===== config.mk =====
export PLATFORM = sky130hd
export DESIGN_NAME = cig_cpu_if
export DESIGN_NICKNAME = d
export VERILOG_FILES = /design/src/core/cig_pkg.sv /design/src/core/cig_cpu_if.sv
export SDC_FILE = /design/constraint.sdc
export NUM_CORES = 1
export LEC_CHECK = 0
export ABC_AREA = 1
export BUFFER_PORTS_ARGS = -buffer_cell sky130_fd_sc_hd__buf_4
export CAP_MARGIN = 10
export CORE_UTILIZATION = 48
export CTS_BUF_LIST = sky130_fd_sc_hd__clkbuf_16
export DETAILED_ROUTE_END_ITERATION = 12
export PLACE_DENSITY = 0.81
export SLEW_MARGIN = 40
export SYNTH_ARGS = -nofsm -noshare
export SYNTH_HDL_FRONTEND = slang
export SYNTH_SLANG_ARGS = --single-unit

===== constraint.sdc =====
create_clock -name CLOCK_IN -period 2.8 [get_ports CLOCK_IN]
set_clock_uncertainty 0.05 [all_clocks]
set_input_delay 0.14 -clock CLOCK_IN [delete_from_list [all_inputs] [get_ports CLOCK_IN]]
set_output_delay 0.14 -clock CLOCK_IN [all_outputs]
set_load 0.005 [all_outputs]

===== src/core/cig_pkg.sv =====
// Constants, encodings and carrier types for the group-one enable, NMI ack and priority mask block.
package cig_pkg;

    // Register selects carried by a system register access.
    typedef enum logic [2:0] {
        CIG_SEL_GRP1_EN_EL3 = 3'h0,
        CIG_SEL_GRP1_EN_EL1 = 3'h1,
        CIG_SEL_NMI_ACK_G1 = 3'h2,
        CIG_SEL_PRIO_MASK = 3'h3,
        CIG_SEL_PRIO_MASK_32 = 3'h4
    } cig_sel_t;

    // Field positions of the group-one enable register.
    localparam int CIG_GRP1_NS_BIT = 0;
    localparam int CIG_GRP1_S_BIT = 1;
    // Field widths of the identifier and priority fields.
    localparam int CIG_ID_FIELD_W = 24;
    localparam int CIG_PRIO_FIELD_W = 8;
    // Reset values of the stored fields.
    localparam logic CIG_GRP1_RESET = 1'h0;
    localparam logic [7:0] CIG_PRIO_MASK_RESET = 8'h00;
    // Trap syndrome class and the trap target levels.
    localparam logic [5:0] CIG_TRAP_SYNDROME = 6'h18;
    localparam logic [1:0] CIG_EL0 = 2'h0;
    localparam logic [1:0] CIG_EL1 = 2'h1;
    localparam logic [1:0] CIG_EL3 = 2'h3;
    // Special identifier returned when no interrupt can be acknowledged.
    localparam logic [23:0] CIG_SPURIOUS_ID = 24'h0003FF;
    // Identifier width field codes and field masks.
    localparam logic [2:0] CIG_ID_WIDTH_16 = 3'h0;
    localparam logic [2:0] CIG_ID_WIDTH_24 = 3'h1;
    localparam logic [23:0] CIG_ID_MASK_16 = 24'h00FFFF;
    localparam logic [23:0] CIG_ID_MASK_24 = 24'hFFFFFF;

    // One system register access from the core.
    typedef struct packed {
        logic valid;
        logic write;
        cig_sel_t sel;
        logic [1:0] el;
        logic secure;
        logic [63:0] wdata;
    } cig_req_t;

    // Core-side control levels that steer access checks.
    typedef struct packed {
        logic sysreg_if_enable_el3;
        logic sysreg_if_enable_cur;
        logic nmi_feature_enable;
        logic el2_enabled;
        logic irq_route_to_hyp;
    } cig_ctl_t;

    // Highest-priority pending interrupt offered to this processing element.
    typedef struct packed {
        logic valid;
        logic [23:0] id;
        logic [7:0] prio;
        logic group1;
        logic secure;
        logic nmi;
        logic one_of_n;
    } cig_pend_t;

    // State of the block, apart from the identifier width flop.
    typedef struct packed {
        logic secure_group1_enable;
        logic nonsecure_group1_enable;
        logic [7:0] prio_mask;
        logic acked;
        logic [23:0] acked_id;
        logic done;
        logic [63:0] rdata;
        logic undef;
        logic trap;
        logic [1:0] trap_el;
        logic [5:0] syndrome;
        logic ack;
        logic [23:0] ack_id;
        logic retarget;
        logic [23:0] retarget_id;
        logic signal;
    } cig_state_t;

endpackage : cig_pkg


===== src/core/cig_cpu_if.sv =====
// Processor-side interrupt interface: group-one enables, NMI acknowledge and priority mask.
`timescale 1ns/100ps

// Notes on behaviour
// - Bit 1 of the EL3 enable register enables Secure group-one interrupts.
// - Bit 0 of the EL3 enable register enables Non-secure group-one interrupts.
// - EL1 enable views alias the Secure and Non-secure bits; both views share storage.
// - Enable falling 1 to 0 retargets a pending one-of-N group-one interrupt elsewhere.
// - Reset clears both enable bits and the priority mask.
// - EL3 enable access undefined below EL3; traps class 0x18 when interface disabled.
// - NMI ack read returns the identifier in bits 23:0 and activates it.
// - Real identifier only when non-maskable, above mask and acknowledgeable here.
// - Otherwise the ack read returns a special reserved identifier.
// - Identifier is 16 or 24 bits, width reported; upper bits zero when 16.
// - Ack read is self-synchronizing; no spurious signal right after the read.
// - At EL1 the NMI ack access is undefined when the NMI feature is off.
// - At EL1 with EL2 on and IRQs routed to EL2, the virtual ack is returned.
// - Interrupt signalled only when its priority beats the 8-bit mask.
// - Mask writes take effect at once; nothing below the new mask is signalled.
// - Four to eight implemented priority bits; missing low bits read zero, ignore writes.
// - Low 32 bits of the mask register share storage with the 32-bit view.
module cig_cpu_if #(
    parameter int PRIO_BITS = 8,
    parameter int ID_BITS = 24
) (
    input wire logic CLOCK_IN,
    input wire logic RST_IN,
    input wire cig_pkg::cig_req_t REQ_IN,
    input wire cig_pkg::cig_ctl_t CTL_IN,
    input wire cig_pkg::cig_pend_t PEND_IN,
    input wire logic [23:0] VIRTUAL_NMI_ACK_GROUP1_IN,
    output logic DONE_OUT,
    output logic [63:0] RDATA_OUT,
    output logic UNDEF_OUT,
    output logic TRAP_OUT,
    output logic [1:0] TRAP_EL_OUT,
    output logic [5:0] SYNDROME_OUT,
    output logic ACK_OUT,
    output logic [23:0] ACK_ID_OUT,
    output logic RETARGET_OUT,
    output logic [23:0] RETARGET_ID_OUT,
    output logic IRQ_SIGNAL_OUT,
    output logic [2:0] ID_WIDTH_FIELD_OUT
);

    // Implemented priority bits sit at the top of the field; the rest are read-as-zero.
    localparam logic [7:0] PRIO_KEEP = 8'(9'h0FF << (8 - PRIO_BITS));
    localparam logic [23:0] ID_KEEP =
        (ID_BITS == 16) ? cig_pkg::CIG_ID_MASK_16 : cig_pkg::CIG_ID_MASK_24;
    localparam logic [2:0] ID_CODE =
        (ID_BITS == 16) ? cig_pkg::CIG_ID_WIDTH_16 : cig_pkg::CIG_ID_WIDTH_24;

    cig_pkg::cig_state_t st;
    cig_pkg::cig_state_t next_st;
    logic undef_c;
    logic trap_c;
    logic [1:0] trap_to;
    logic ack_ok;
    logic use_virtual;
    logic pend_en;

    // Access checks, evaluated in the order the core resolves them.
    always_comb begin
        undef_c = 1'b0;
        trap_c = 1'b0;
        trap_to = REQ_IN.el;
        case (REQ_IN.sel)
            cig_pkg::CIG_SEL_GRP1_EN_EL3: begin
                if (REQ_IN.el != cig_pkg::CIG_EL3) begin
                    undef_c = 1'b1;
                end else if (!CTL_IN.sysreg_if_enable_el3) begin
                    trap_c = 1'b1;
                end
            end
            cig_pkg::CIG_SEL_NMI_ACK_G1: begin
                if (REQ_IN.el == cig_pkg::CIG_EL0 || REQ_IN.write) begin
                    undef_c = 1'b1;
                end else if (!CTL_IN.nmi_feature_enable) begin
                    undef_c = 1'b1;
                end else if (!CTL_IN.sysreg_if_enable_cur) begin
                    trap_c = 1'b1;
                end
            end
            default: begin
                if (REQ_IN.el == cig_pkg::CIG_EL0) begin
                    undef_c = 1'b1;
                end else if (!CTL_IN.sysreg_if_enable_cur) begin
                    trap_c = 1'b1;
                end
            end
        endcase
    end

    // The pending interrupt's group enable, as seen with the current stored bits.
    assign pend_en = PEND_IN.secure ? st.secure_group1_enable : st.nonsecure_group1_enable;

    // An NMI is handed out only if every observability condition holds; EL3 may take both
    // security states, lower levels only their own.
    assign ack_ok = PEND_IN.valid && PEND_IN.nmi && PEND_IN.group1 && pend_en
        && (PEND_IN.prio < st.prio_mask)
        && (REQ_IN.el == cig_pkg::CIG_EL3 || PEND_IN.secure == REQ_IN.secure)
        && !(st.acked && PEND_IN.id == st.acked_id);
    assign use_virtual = (REQ_IN.el == cig_pkg::CIG_EL1) && CTL_IN.el2_enabled
        && CTL_IN.irq_route_to_hyp;

    // Next state: access handling, retargeting, ack tracking and signalling.
    always_comb begin
        next_st = st;
        next_st.done = 1'b0;
        next_st.rdata = 64'h0;
        next_st.undef = 1'b0;
        next_st.trap = 1'b0;
        next_st.trap_el = 2'h0;
        next_st.syndrome = 6'h00;
        next_st.ack = 1'b0;
        next_st.retarget = 1'b0;
        if (!PEND_IN.valid || PEND_IN.id != st.acked_id) begin
            next_st.acked = 1'b0;
        end
        if (REQ_IN.valid) begin
            next_st.done = 1'b1;
            if (undef_c) begin
                next_st.undef = 1'b1;
            end else if (trap_c) begin
                next_st.trap = 1'b1;
                next_st.trap_el = trap_to;
                next_st.syndrome = cig_pkg::CIG_TRAP_SYNDROME;
            end else begin
                case (REQ_IN.sel)
                    cig_pkg::CIG_SEL_GRP1_EN_EL3: begin
                        if (REQ_IN.write) begin
                            next_st.secure_group1_enable =
                                REQ_IN.wdata[cig_pkg::CIG_GRP1_S_BIT];
                            next_st.nonsecure_group1_enable =
                                REQ_IN.wdata[cig_pkg::CIG_GRP1_NS_BIT];
                        end else begin
                            next_st.rdata[cig_pkg::CIG_GRP1_S_BIT] = st.secure_group1_enable;
                            next_st.rdata[cig_pkg::CIG_GRP1_NS_BIT] =
                                st.nonsecure_group1_enable;
                        end
                    end
                    cig_pkg::CIG_SEL_GRP1_EN_EL1: begin
                        // The banked view picks its bit from the access's security state.
                        if (REQ_IN.write && REQ_IN.secure) begin
                            next_st.secure_group1_enable = REQ_IN.wdata[0];
                        end else if (REQ_IN.write) begin
                            next_st.nonsecure_group1_enable = REQ_IN.wdata[0];
                        end else begin
                            next_st.rdata[0] = REQ_IN.secure ? st.secure_group1_enable
                                : st.nonsecure_group1_enable;
                        end
                    end
                    cig_pkg::CIG_SEL_NMI_ACK_G1: begin
                        if (use_virtual) begin
                            next_st.rdata[23:0] = VIRTUAL_NMI_ACK_GROUP1_IN & ID_KEEP;
                        end else if (ack_ok) begin
                            next_st.rdata[23:0] = PEND_IN.id & ID_KEEP;
                            next_st.ack = 1'b1;
                            next_st.ack_id = PEND_IN.id & ID_KEEP;
                            next_st.acked = 1'b1;
                            next_st.acked_id = PEND_IN.id;
                        end else begin
                            next_st.rdata[23:0] = cig_pkg::CIG_SPURIOUS_ID;
                        end
                    end
                    default: begin
                        // Both widths of the mask view share one byte of storage.
                        if (REQ_IN.write) begin
                            next_st.prio_mask = REQ_IN.wdata[7:0] & PRIO_KEEP;
                        end else begin
                            next_st.rdata[7:0] = st.prio_mask;
                        end
                    end
                endcase
            end
        end
        // A falling enable pushes a one-of-N interrupt of that security state elsewhere.
        if (PEND_IN.valid && PEND_IN.group1 && PEND_IN.one_of_n
            && ((PEND_IN.secure && st.secure_group1_enable && !next_st.secure_group1_enable)
            || (!PEND_IN.secure && st.nonsecure_group1_enable
            && !next_st.nonsecure_group1_enable))) begin
            next_st.retarget = 1'b1;
            next_st.retarget_id = PEND_IN.id;
        end
        // Signalling looks at the next values so a mask write or an ack is never late.
        next_st.signal = PEND_IN.valid && PEND_IN.group1
            && (PEND_IN.secure ? next_st.secure_group1_enable
            : next_st.nonsecure_group1_enable)
            && (PEND_IN.prio < next_st.prio_mask)
            && !(next_st.acked && PEND_IN.id == next_st.acked_id);
    end

    // State register; only the stored fields have meaningful reset values.
    always_ff @(posedge CLOCK_IN) begin
        if (RST_IN) begin
            st <= '0;
            st.secure_group1_enable <= cig_pkg::CIG_GRP1_RESET;
            st.nonsecure_group1_enable <= cig_pkg::CIG_GRP1_RESET;
            st.prio_mask <= cig_pkg::CIG_PRIO_MASK_RESET;
        end else begin
            st <= next_st;
        end
    end

    // The identifier width is a fixed property, still presented from a flop.
    logic [2:0] id_width;
    always_ff @(posedge CLOCK_IN) begin
        if (RST_IN) begin
            id_width <= 3'h0;
        end else begin
            id_width <= ID_CODE;
        end
    end

    // Outputs taken straight from the state register, and the width field from its own flop.
    assign DONE_OUT = st.done;
    assign RDATA_OUT = st.rdata;
    assign UNDEF_OUT = st.undef;
    assign TRAP_OUT = st.trap;
    assign TRAP_EL_OUT = st.trap_el;
    assign SYNDROME_OUT = st.syndrome;
    assign ACK_OUT = st.ack;
    assign ACK_ID_OUT = st.ack_id;
    assign RETARGET_OUT = st.retarget;
    assign RETARGET_ID_OUT = st.retarget_id;
    assign IRQ_SIGNAL_OUT = st.signal;
    assign ID_WIDTH_FIELD_OUT = id_width;
endmodule : cig_cpu_if


==> results of run 1 <==
## cell usage after synthesis
cell and instances:
xnor2_1 4, a21oi_1 59, nor3_2 1, nor2_4 2, o21bai_1 3, nand2_4 1, nand3_2 2, nand2_1 204
ha_1 14, buf_6 5, nor2_1 75, nand2_2 1, nand3_1 49, nor2_2 20, and2_1 1, buf_1 1
o21ai_0 27, o21ai_1 6, inv_1 79, dfxtp_1 116, o22ai_1 4, a21boi_1 1, clkbuf_1 15, xor2_1 2
or2_2 4, nand3_4 2, inv_2 8, nor3_1 3, conb_1 1, nor2_8 1, nor4_1 1, nand4_1 22
o21ai_2 1, buf_2 6, buf_4 126
## registers in the layout, indices dropped and copies added, names as in the netlist
name / count
RDATA_OUT: 24
ACK_OUT: 1
TRAP_EL_OUT: 2
ACK_ID_OUT: 24
DONE_OUT: 1
RETARGET_OUT: 1
SYNDROME_OUT: 1
RETARGET_ID_OUT: 24
st: 35
UNDEF_OUT: 1
IRQ_SIGNAL_OUT: 1
ID_WIDTH_FIELD_OUT: 1
## final cells by class
class                   instances  area [um2]
fillers                      1085        4560
multi-input cells             558        2710
flip-flops and latches        116        2320
repair buffers                235        1910
clock buffers                  17         425
inverters                      87         327
well taps                     172         215
clock inverters                15         148
## metal layers
| metal | share of wire, % | global-route usage [%] | vias up |
|---|---|---|---|
| met1 | 39 | 28.4 | 2606 |
| met4 | 3.5 | 12.9 | 0 |
| li1 | - | - | 2866 |
| met3 | 7.8 | 7.01 | 51 |
| met5 | 0 | 0 | - |
| met2 | 50 | 45.3 | 281 |
## logic make-up (layout without fill, tap and decap cells)
group           after synthesis  after routing  synth area share (%)
simple gates                389            391                  27.8
buf+inv                     240            354                  22.8
flops                       116            116                  37.3
compound gates              101            101                  8.42
fa+ha+maj                    14             14                  2.81
xor+xnor                      6              6                 0.844
other cells                   1             46                0.0602
## worst max-delay path: cells and delay by family
family,cells,cell delay (ns)
AOI/OAI and AO/OA,1,0.15
buffers and inverters,4,1.35
and+or+nand+nor,9,1.30
## cells in the final DEF (no fill, tap or decap), types with 8 or more instances in the layout
cell type	count
nand4_1	22
o21ai_0	24
nor2_1	73
o21ai_1	8
buf_4	182
inv_1	81
dfxtp_1	116
conb_1	46
nand3_1	49
nand2_1	202
a21oi_1	57
clkbuf_16	17
dlygate4sd3_1	52
nor2_2	22
inv_2	8
ha_1	14
## per-stage QoR
stage | instances | setup WS [ns] | power, W
floorplan | 912 | 0.502 | 0.00193
global placement | 1107 | 0.186 | 0.00205
detailed placement | 1107 | 0.106 | 0.00206
CTS | 1191 | 0.0155 | 0.00421
global route | 1200 | -0.0543 | 0.00436
finish | 1200 | 0.154 | 0.00422
## power groups by stage
stage / Combinational, W / Clock, W / Sequential [W]
CTS: 0.000406 / 0.00213 / 0.00167
detailed placement: 0.000351 / 0 / 0.00170
global route: 0.000469 / 0.00222 / 0.00167
finish: 0.000425 / 0.00212 / 0.00167
floorplan: 0.000224 / 0 / 0.00170
global placement: 0.000347 / 0 / 0.00170
## repair_timing
action,in CTS,in global routing
resized for setup,0,14
hold endpoints to repair,58,0
hold buffers,52,0
buffers inserted,0,7
endpoints found under the setup margin,0,7
## worst paths after layout
| kind | from | end | slack (ns) | cells after the start |
|---|---|---|---|---|
| max | REQ_IN[66] | RDATA_OUT[12]$_SDFF_PP0_ | 0.15 | 14 |
| min | REQ_IN[6] | st[157]$_SDFF_PP0_ | -0.03 | 3 |
| min reg2reg | ACK_ID_OUT[7]$_SDFFE_PP0P_ | ACK_ID_OUT[7]$_SDFFE_PP0P_ | 0.41 | 2 |
| max reg2reg | st[158]$_SDFF_PP0_ | RDATA_OUT[12]$_SDFF_PP0_ | 0.17 | 11 |
==> qor_table.md, run 1 <==
| Group | Metric | Value |
|---|---|---|
| run | Number of maximum-capacitance constraint violations | 0 |
| sta | Setup repair after global routing missed its margin | true |
| clock tree | CTS H-Tree Depth | 4 |
| power and ir drop | Power per Cell Area | 523 mW/mm2 |
| sta | Setup TNS after final layout | 0 ns |
| worst setup path | Data arrival time at the worst-slack endpoint | 2.96 ns |
| route | Post-detailed-route count of antenna-violating nets | 0 |
| die | Top Ports | 269 |
| power and ir drop | LEAKAGE | 3.98 nW |
| clock tree | Maximum count of clock buffers along a single path | 2 |
| power and ir drop | Sw Ratio | 23.5% |
| synthesis | Share of synthesized area occupied by flip-flops and latches | 37.3% |
| sta | Max Slew Vio Count | 0 |
| die | Width of the die | 116 um |
| worst setup path | Crit path required time | 3.11 ns |
| synthesis | Unique cell type count in the Yosys netlist | 35 |
| worst setup path | Sort of element at the end of the critical path | flop |
| final layout | Post-route design area | 0.00806 mm2 |
| clock tree | Worst-Skew Late Latency | 0.42 ns |
| sta | Final number of setup-violating endpoints | 0 |
| global routing | Number of antenna violations at the first check in global routing | 0 |
| place | Post-DP HPWL | 11500 um |
| clock tree | Total CTS buffers | 17 |
| synthesis | Portion of synthesized cell area occupied by the leading cell type | 37.3% |
| route | Wire length after detailed routing | 17400 um |
| global routing | Pin count of the biggest net entering global routing | 53 |
| clock tree | Clock-pin slew reported for the worst setup and hold paths after clock tree synthesis | 0.06 ns |
| final layout | Layout cell share with drive strength beyond 1 | 25.5% |
| synthesis | Yosys warns | 0 |
| power and ir drop | Internal cell power | 0.00322 W |
| route | 1st-pass router iterations | 5 |
| synthesis | Per-instance average area after synthesis | 7.19 um2 |
| worst hold path | Kind of path behind the tightest hold check | input pin to flop |
| route | Overall via count from detail_route | 5804 |
| sta | Worst Hold Slack | -0.0265 ns |
| route | Average routed wire per standard cell | 14.5 um |
| global routing | First-pass GRT wire length | 26000 um |
| final layout | Net count reported at finish | 1169 |
| place | GPL Wtd Cong | 0.922 |
| sta | Actual slew at the worst max-slew pin | 0.594 ns |
| synthesis | Synthesized cell area | 0.00623 mm2 |
| power and ir drop | Maximum ir drop on the vdd rail | 0.386 mV |
| die | Effective utilization at floorplan | 49.4% |
| place | Dpl cell area | 0.00686 mm2 |
| place | IO Port Bufs | 166 |
| power and ir drop | Power spent charging and discharging nets | 0.000991 W |
| sta | Post-route clock period utilization | 94.5% |
| run status | Failing checks | hold timing |
| clock tree | TritonCTS clock tree | yes |
| worst setup path | Maximum single-stage delay on the critical path | 0.53 ns |
| clock tree | Clock sink count | 116 |
| power and ir drop | Fraction of power consumed by sequential logic | 39.6% |
| final layout | Final core utilization | 63.9% |
| die | Floorplan die area | 0.0134 mm2 |
| worst setup path | Crit path max-delay cell type | dlygate4sd3_1 |
| worst setup path | Largest driver fanout on the critical path | 15 |
| clock tree | CTS root buffer | clkbuf_16 |
| sta | Max Fclk | 0.378 GHz |
| global routing | Number of global-route vias before repair | 5323 |
| die | Floorplan row count | 41 |
| synthesis | Flop and latch count out of synthesis | 116 |
| sta | Worst rel slew slack | 60.4% |
| route | Total DRC errors in the routed layout | 0 |
| route | First DRT Iteration DRCs | 535 |
| die | Die height | 116 um |
| synthesis | Synth area leaders | dfxtp_1 (37%), buf_4 (15%), nand2_1 (12%), inv_1 (4.8%), a21oi_1 (4.7%) |
| worst setup path | Classification of the worst setup path | input pin to flop |
| synthesis | Library cell with the largest summed area after synthesis | dfxtp_1 |
| final layout | Diode insertion count for antenna repair | 0 |
| global routing | Total GRT Usage | 25.7% |
| sta | Final hold violations | 1 |
| final layout | Area growth from synthesis to layout | 29.3% |
| sta | Tmin final | 2.65 ns |
| die | Placeable core region | 0.0126 mm2 |
| power and ir drop | Clock power frac | 50.3% |
| route | Detailed-route vias per instance | 4.84 |
| worst setup path | Crit-path cells | dlygate4sd3_1 -> buf_4 -> nor2_1 -> nand3_1 -> inv_2 -> a21oi_1 -> nand4_1 -> nor2_2 -> and2_2 -> nand3_4 -> nor2_4 -> nand2_1 -> nand2_1 -> dlygate4sd3_1 |
| run status | Status | finished, violations left |
| worst setup path | CP startpoint kind | input pin |
| synthesis | Post-Synthesis Cells | 867 |
| power and ir drop | Power share of the combinational group | 10.1% |
| global routing | Overall overflow remaining after global route | 0 |
Note: power is estimated with default switching activity, not from simulation.
==> run 2, diff against run 1 <==
CORE_UTILIZATION = 44   (was 48)
PLACE_DENSITY = 0.78   (was 0.81)
clock period = 2.35 ns   (was 2.8 ns; I/O delays follow)
==> run 2 against run 1 <==
Net effect:
- the flow now finishes without violations
- clock power up 42%
- die area up 8.9%
- count of clock-buffer cells in the layout unchanged
- power up 31%
- sequential share of layout area down 0.54 points
- flip-flop and latch count unchanged
==> qor_table.md, run 2 (same netlist as run 1, synthesis figures left out) <==
| Group | Metric | Value | Change |
|---|---|---|---|
| run status | Status | completed | was finished, violations left |
| route | Wire length after detailed routing | 16500 um | was 17400 um |
| worst setup path | Largest driver fanout on the critical path | 10 | was 15 |
| power and ir drop | LEAKAGE | 4.05 nW | was 3.98 nW |
| final layout | Net count reported at finish | 1178 | was 1169 |
| global routing | Pin count of the biggest net entering global routing | 49 | was 53 |
| final layout | Area growth from synthesis to layout | 31.8% | was 29.3% |
| worst setup path | Most Frequent Cell on Critical Path | nand2_1 |  |
| place | IO Port Bufs | 166 | unchanged |
| final layout | Commonest non-fill, non-tap cell in the layout | nand2_1 | unchanged |
| final layout | Largest register FFs | 35 | unchanged |
| worst setup path | Crit-path cells | inv_1 -> ha_1 -> a21oi_1 -> nand4_1 -> nor2_2 -> and2_2 -> nand3_4 -> nor2_4 -> buf_4 -> nand2_1 -> nand2_1 | was dlygate4sd3_1 -> buf_4 -> nor2_1 -> nand3_1 -> inv_2 -> a21oi_1 -> nand4_1 -> nor2_2 -> and2_2 -> nand3_4 -> nor2_4 -> nand2_1 -> nand2_1 -> dlygate4sd3_1 |
| worst setup path | Data arrival time at the worst-slack endpoint | 2.45 ns | was 2.96 ns |
| sta | Tmin final | 2.15 ns |  |
| route | Overall via count from detail_route | 5681 | was 5804 |
| place | Placed cell count | 1136 | was 1107 |
| sta | Setup repair after global routing missed its margin | true | unchanged |
| global routing | First-pass GRT wire length | 25800 um | was 26000 um |
| sta | Actual slew at the worst max-slew pin | 0.583 ns | was 0.594 ns |
| final layout | Top register by number of flip-flops | st | unchanged |
| sta | Worst Hold Slack | 0.0118 ns | was -0.0265 ns |
| run | Number of maximum-capacitance constraint violations | 0 | unchanged |
| worst setup path | Maximum single-stage delay on the critical path | 0.34 ns | was 0.53 ns |
| global routing | Total GRT Usage | 23.1% | was 25.7% |
| sta | Worst rel slew slack | 61.0% | was 60.4% |
| worst setup path | Sort of element at the end of the critical path | flop | unchanged |
| worst hold path | Kind of path behind the tightest hold check | input pin to flop | unchanged |
| clock tree | Total CTS buffers | 17 | unchanged |
| sta | Final number of setup-violating endpoints | 0 | unchanged |
| die | Floorplan die area | 0.0146 mm2 | was 0.0134 mm2 |
| route | Detailed-route vias per instance | 4.67 | was 4.84 |
| clock tree | CTS H-Tree Depth | 4 | unchanged |
| global routing | Number of global-route vias before repair | 5378 | was 5323 |
| die | Top Ports | 269 | unchanged |
| final layout | Layout cell share with drive strength beyond 1 | 26.5% | was 25.5% |
| route | First DRT Iteration DRCs | 436 | was 535 |
| final layout | Total area of sequential cells | 0.00232 mm2 | unchanged |
| final layout | Diode insertion count for antenna repair | 0 | unchanged |
| die | Die height | 121 um | was 116 um |
| power and ir drop | Maximum ir drop on the vdd rail | 0.488 mV | was 0.386 mV |
| die | Floorplan row count | 43 | was 41 |
| clock tree | TritonCTS clock tree | yes | unchanged |
| die | Width of the die | 121 um | was 116 um |
| global routing | Overall overflow remaining after global route | 0 | unchanged |
| worst setup path | Crit path max-delay cell type | dfxtp_1 | was dlygate4sd3_1 |
| clock tree | Clock-pin slew reported for the worst setup and hold paths after clock tree synthesis | 0.05 ns | was 0.06 ns |
| place | GPL Wtd Cong | 0.928 | was 0.922 |
| worst setup path | Classification of the worst setup path | flop to flop | was input pin to flop |
| final layout | Layout fillers | 1253 | was 1085 |
| place | Post-DP HPWL | 12100 um | was 11500 um |
| worst setup path | CP startpoint kind | flop | was input pin |
| final layout | Highest-count cells in the layout ignoring fill and taps | nand2_1 (203), buf_4 (195), dfxtp_1 (116) | was nand2_1 (202), buf_4 (182), dfxtp_1 (116) |
| sta | Max Slew Vio Count | 0 | unchanged |
| route | Average routed wire per standard cell | 13.6 um | was 14.5 um |
| worst setup path | Crit path required time | 2.65 ns | was 3.11 ns |
| clock tree | Clock sink count | 116 | unchanged |
| die | Effective utilization at floorplan | 45.1% | was 49.4% |
| global routing | Number of antenna violations at the first check in global routing | 0 | unchanged |
| sta | Max Fclk | 0.466 GHz |  |
| sta | Final hold violations | 0 | was 1 |
| sta | Post-route clock period utilization | 91.4% |  |
| clock tree | CTS root buffer | clkbuf_16 | unchanged |
| final layout | Combined area of the multi-input logic cells | 0.00267 mm2 | was 0.00271 mm2 |
| route | Post-detailed-route count of antenna-violating nets | 0 | unchanged |
| route | 1st-pass router iterations | 5 | unchanged |
| route | Total DRC errors in the routed layout | 0 | unchanged |
| clock tree | Maximum count of clock buffers along a single path | 2 | unchanged |
| die | Placeable core region | 0.0138 mm2 | was 0.0126 mm2 |
| clock tree | Worst-Skew Late Latency | 0.42 ns | about the same |
| power and ir drop | Power per Cell Area | 671 mW/mm2 | was 523 mW/mm2 |
| final layout | Final non-filler cell total | 1217 | was 1200 |
## run 2: worst paths after layout
| check | from | endpoint | slack, ns | cells past startpoint |
|---|---|---|---|---|
| worst min register to register | ACK_ID_OUT[20]$_SDFFE_PP0P_ | ACK_ID_OUT[20]$_SDFFE_PP0P_ | 0.41 | 2 |
| worst max register to register | st[158]$_SDFF_PP0_ | RDATA_OUT[19]$_SDFF_PP0_ | 0.20 | 11 |
| worst max-delay path | st[158]$_SDFF_PP0_ | RDATA_OUT[19]$_SDFF_PP0_ | 0.20 | 11 |
| worst min-delay path | VIRTUAL_NMI_ACK_GROUP1_IN[9] | RDATA_OUT[9]$_SDFF_PP0_ | 0.01 | 5 |
## run 2: layout make-up
| type | count | area share (%) |
|---|---|---|
| tap | 180 | 2.74 |
| clock inverter | 15 | 3.15 |
| clock buffer | 17 | 5.18 |
| multi-input combinational | 556 | 32.5 |
| sequential | 116 | 28.3 |
| inverter | 87 | 3.98 |
| timing repair buffer | 246 | 24.2 |
## run 2: layer usage
layer  track usage, %  share of wire (%)  up-vias
li1                 -                  -     2885
met1             25.7                 41     2580
met2             41.0                 51      181
met3             6.11                5.9       35
met4             10.4                2.8        0
met5                0                  0        -
## run 2: through the flow
| step | instance area, um2 | TNS (ns) | setup slack (ns) | power [W] | utilization (%) |
|---|---|---|---|---|---|
| 6_report | 8210 | 0 | 0.202 | 0.00551 | 59.4 |
| 4_1_cts | 8190 | 0 | 0.132 | 0.00554 | 59.2 |
| 2_1_floorplan | 6400 | 0 | 0.0749 | 0.00230 | - |
| 3_3_place_gp | 7020 | -0.0641 | -0.0641 | 0.00248 | 50.8 |
| 3_5_place_dp | 7020 | -0.139 | -0.139 | 0.00248 | 50.8 |
| 5_1_grt | 8210 | -0.0108 | -0.0108 | 0.00570 | 59.4 |
## run 2: report_power, final
part           leakage [nW]  switching, W  internal (W)
Clock                 0.324      0.000916       0.00208
Combinational          2.79      0.000274      0.000251
Sequential            0.936    0.00000760       0.00198
## run 2: worst max-delay path: cells and delay by family (launching register included)
| kind | cells | cell delay (ns) |
|---|---|---|
| and+or+nand+nor | 7 | 0.99 |
| DFF | 1 | 0.34 |
| adders and majority gates | 1 | 0.29 |
| buffers and inverters | 2 | 0.24 |
| AOI/OAI and AO/OA | 1 | 0.17 |
## run 2: what timing repair did
| item | 4_1_cts | 5_1_grt |
|---|---|---|
| resized for setup | 0 | 9 |
| hold buffers | 48 | 0 |
| hold endpoints to repair | 77 | 0 |
| setup endpoints to repair | 0 | 53 |
| buffers inserted | 0 | 1 |
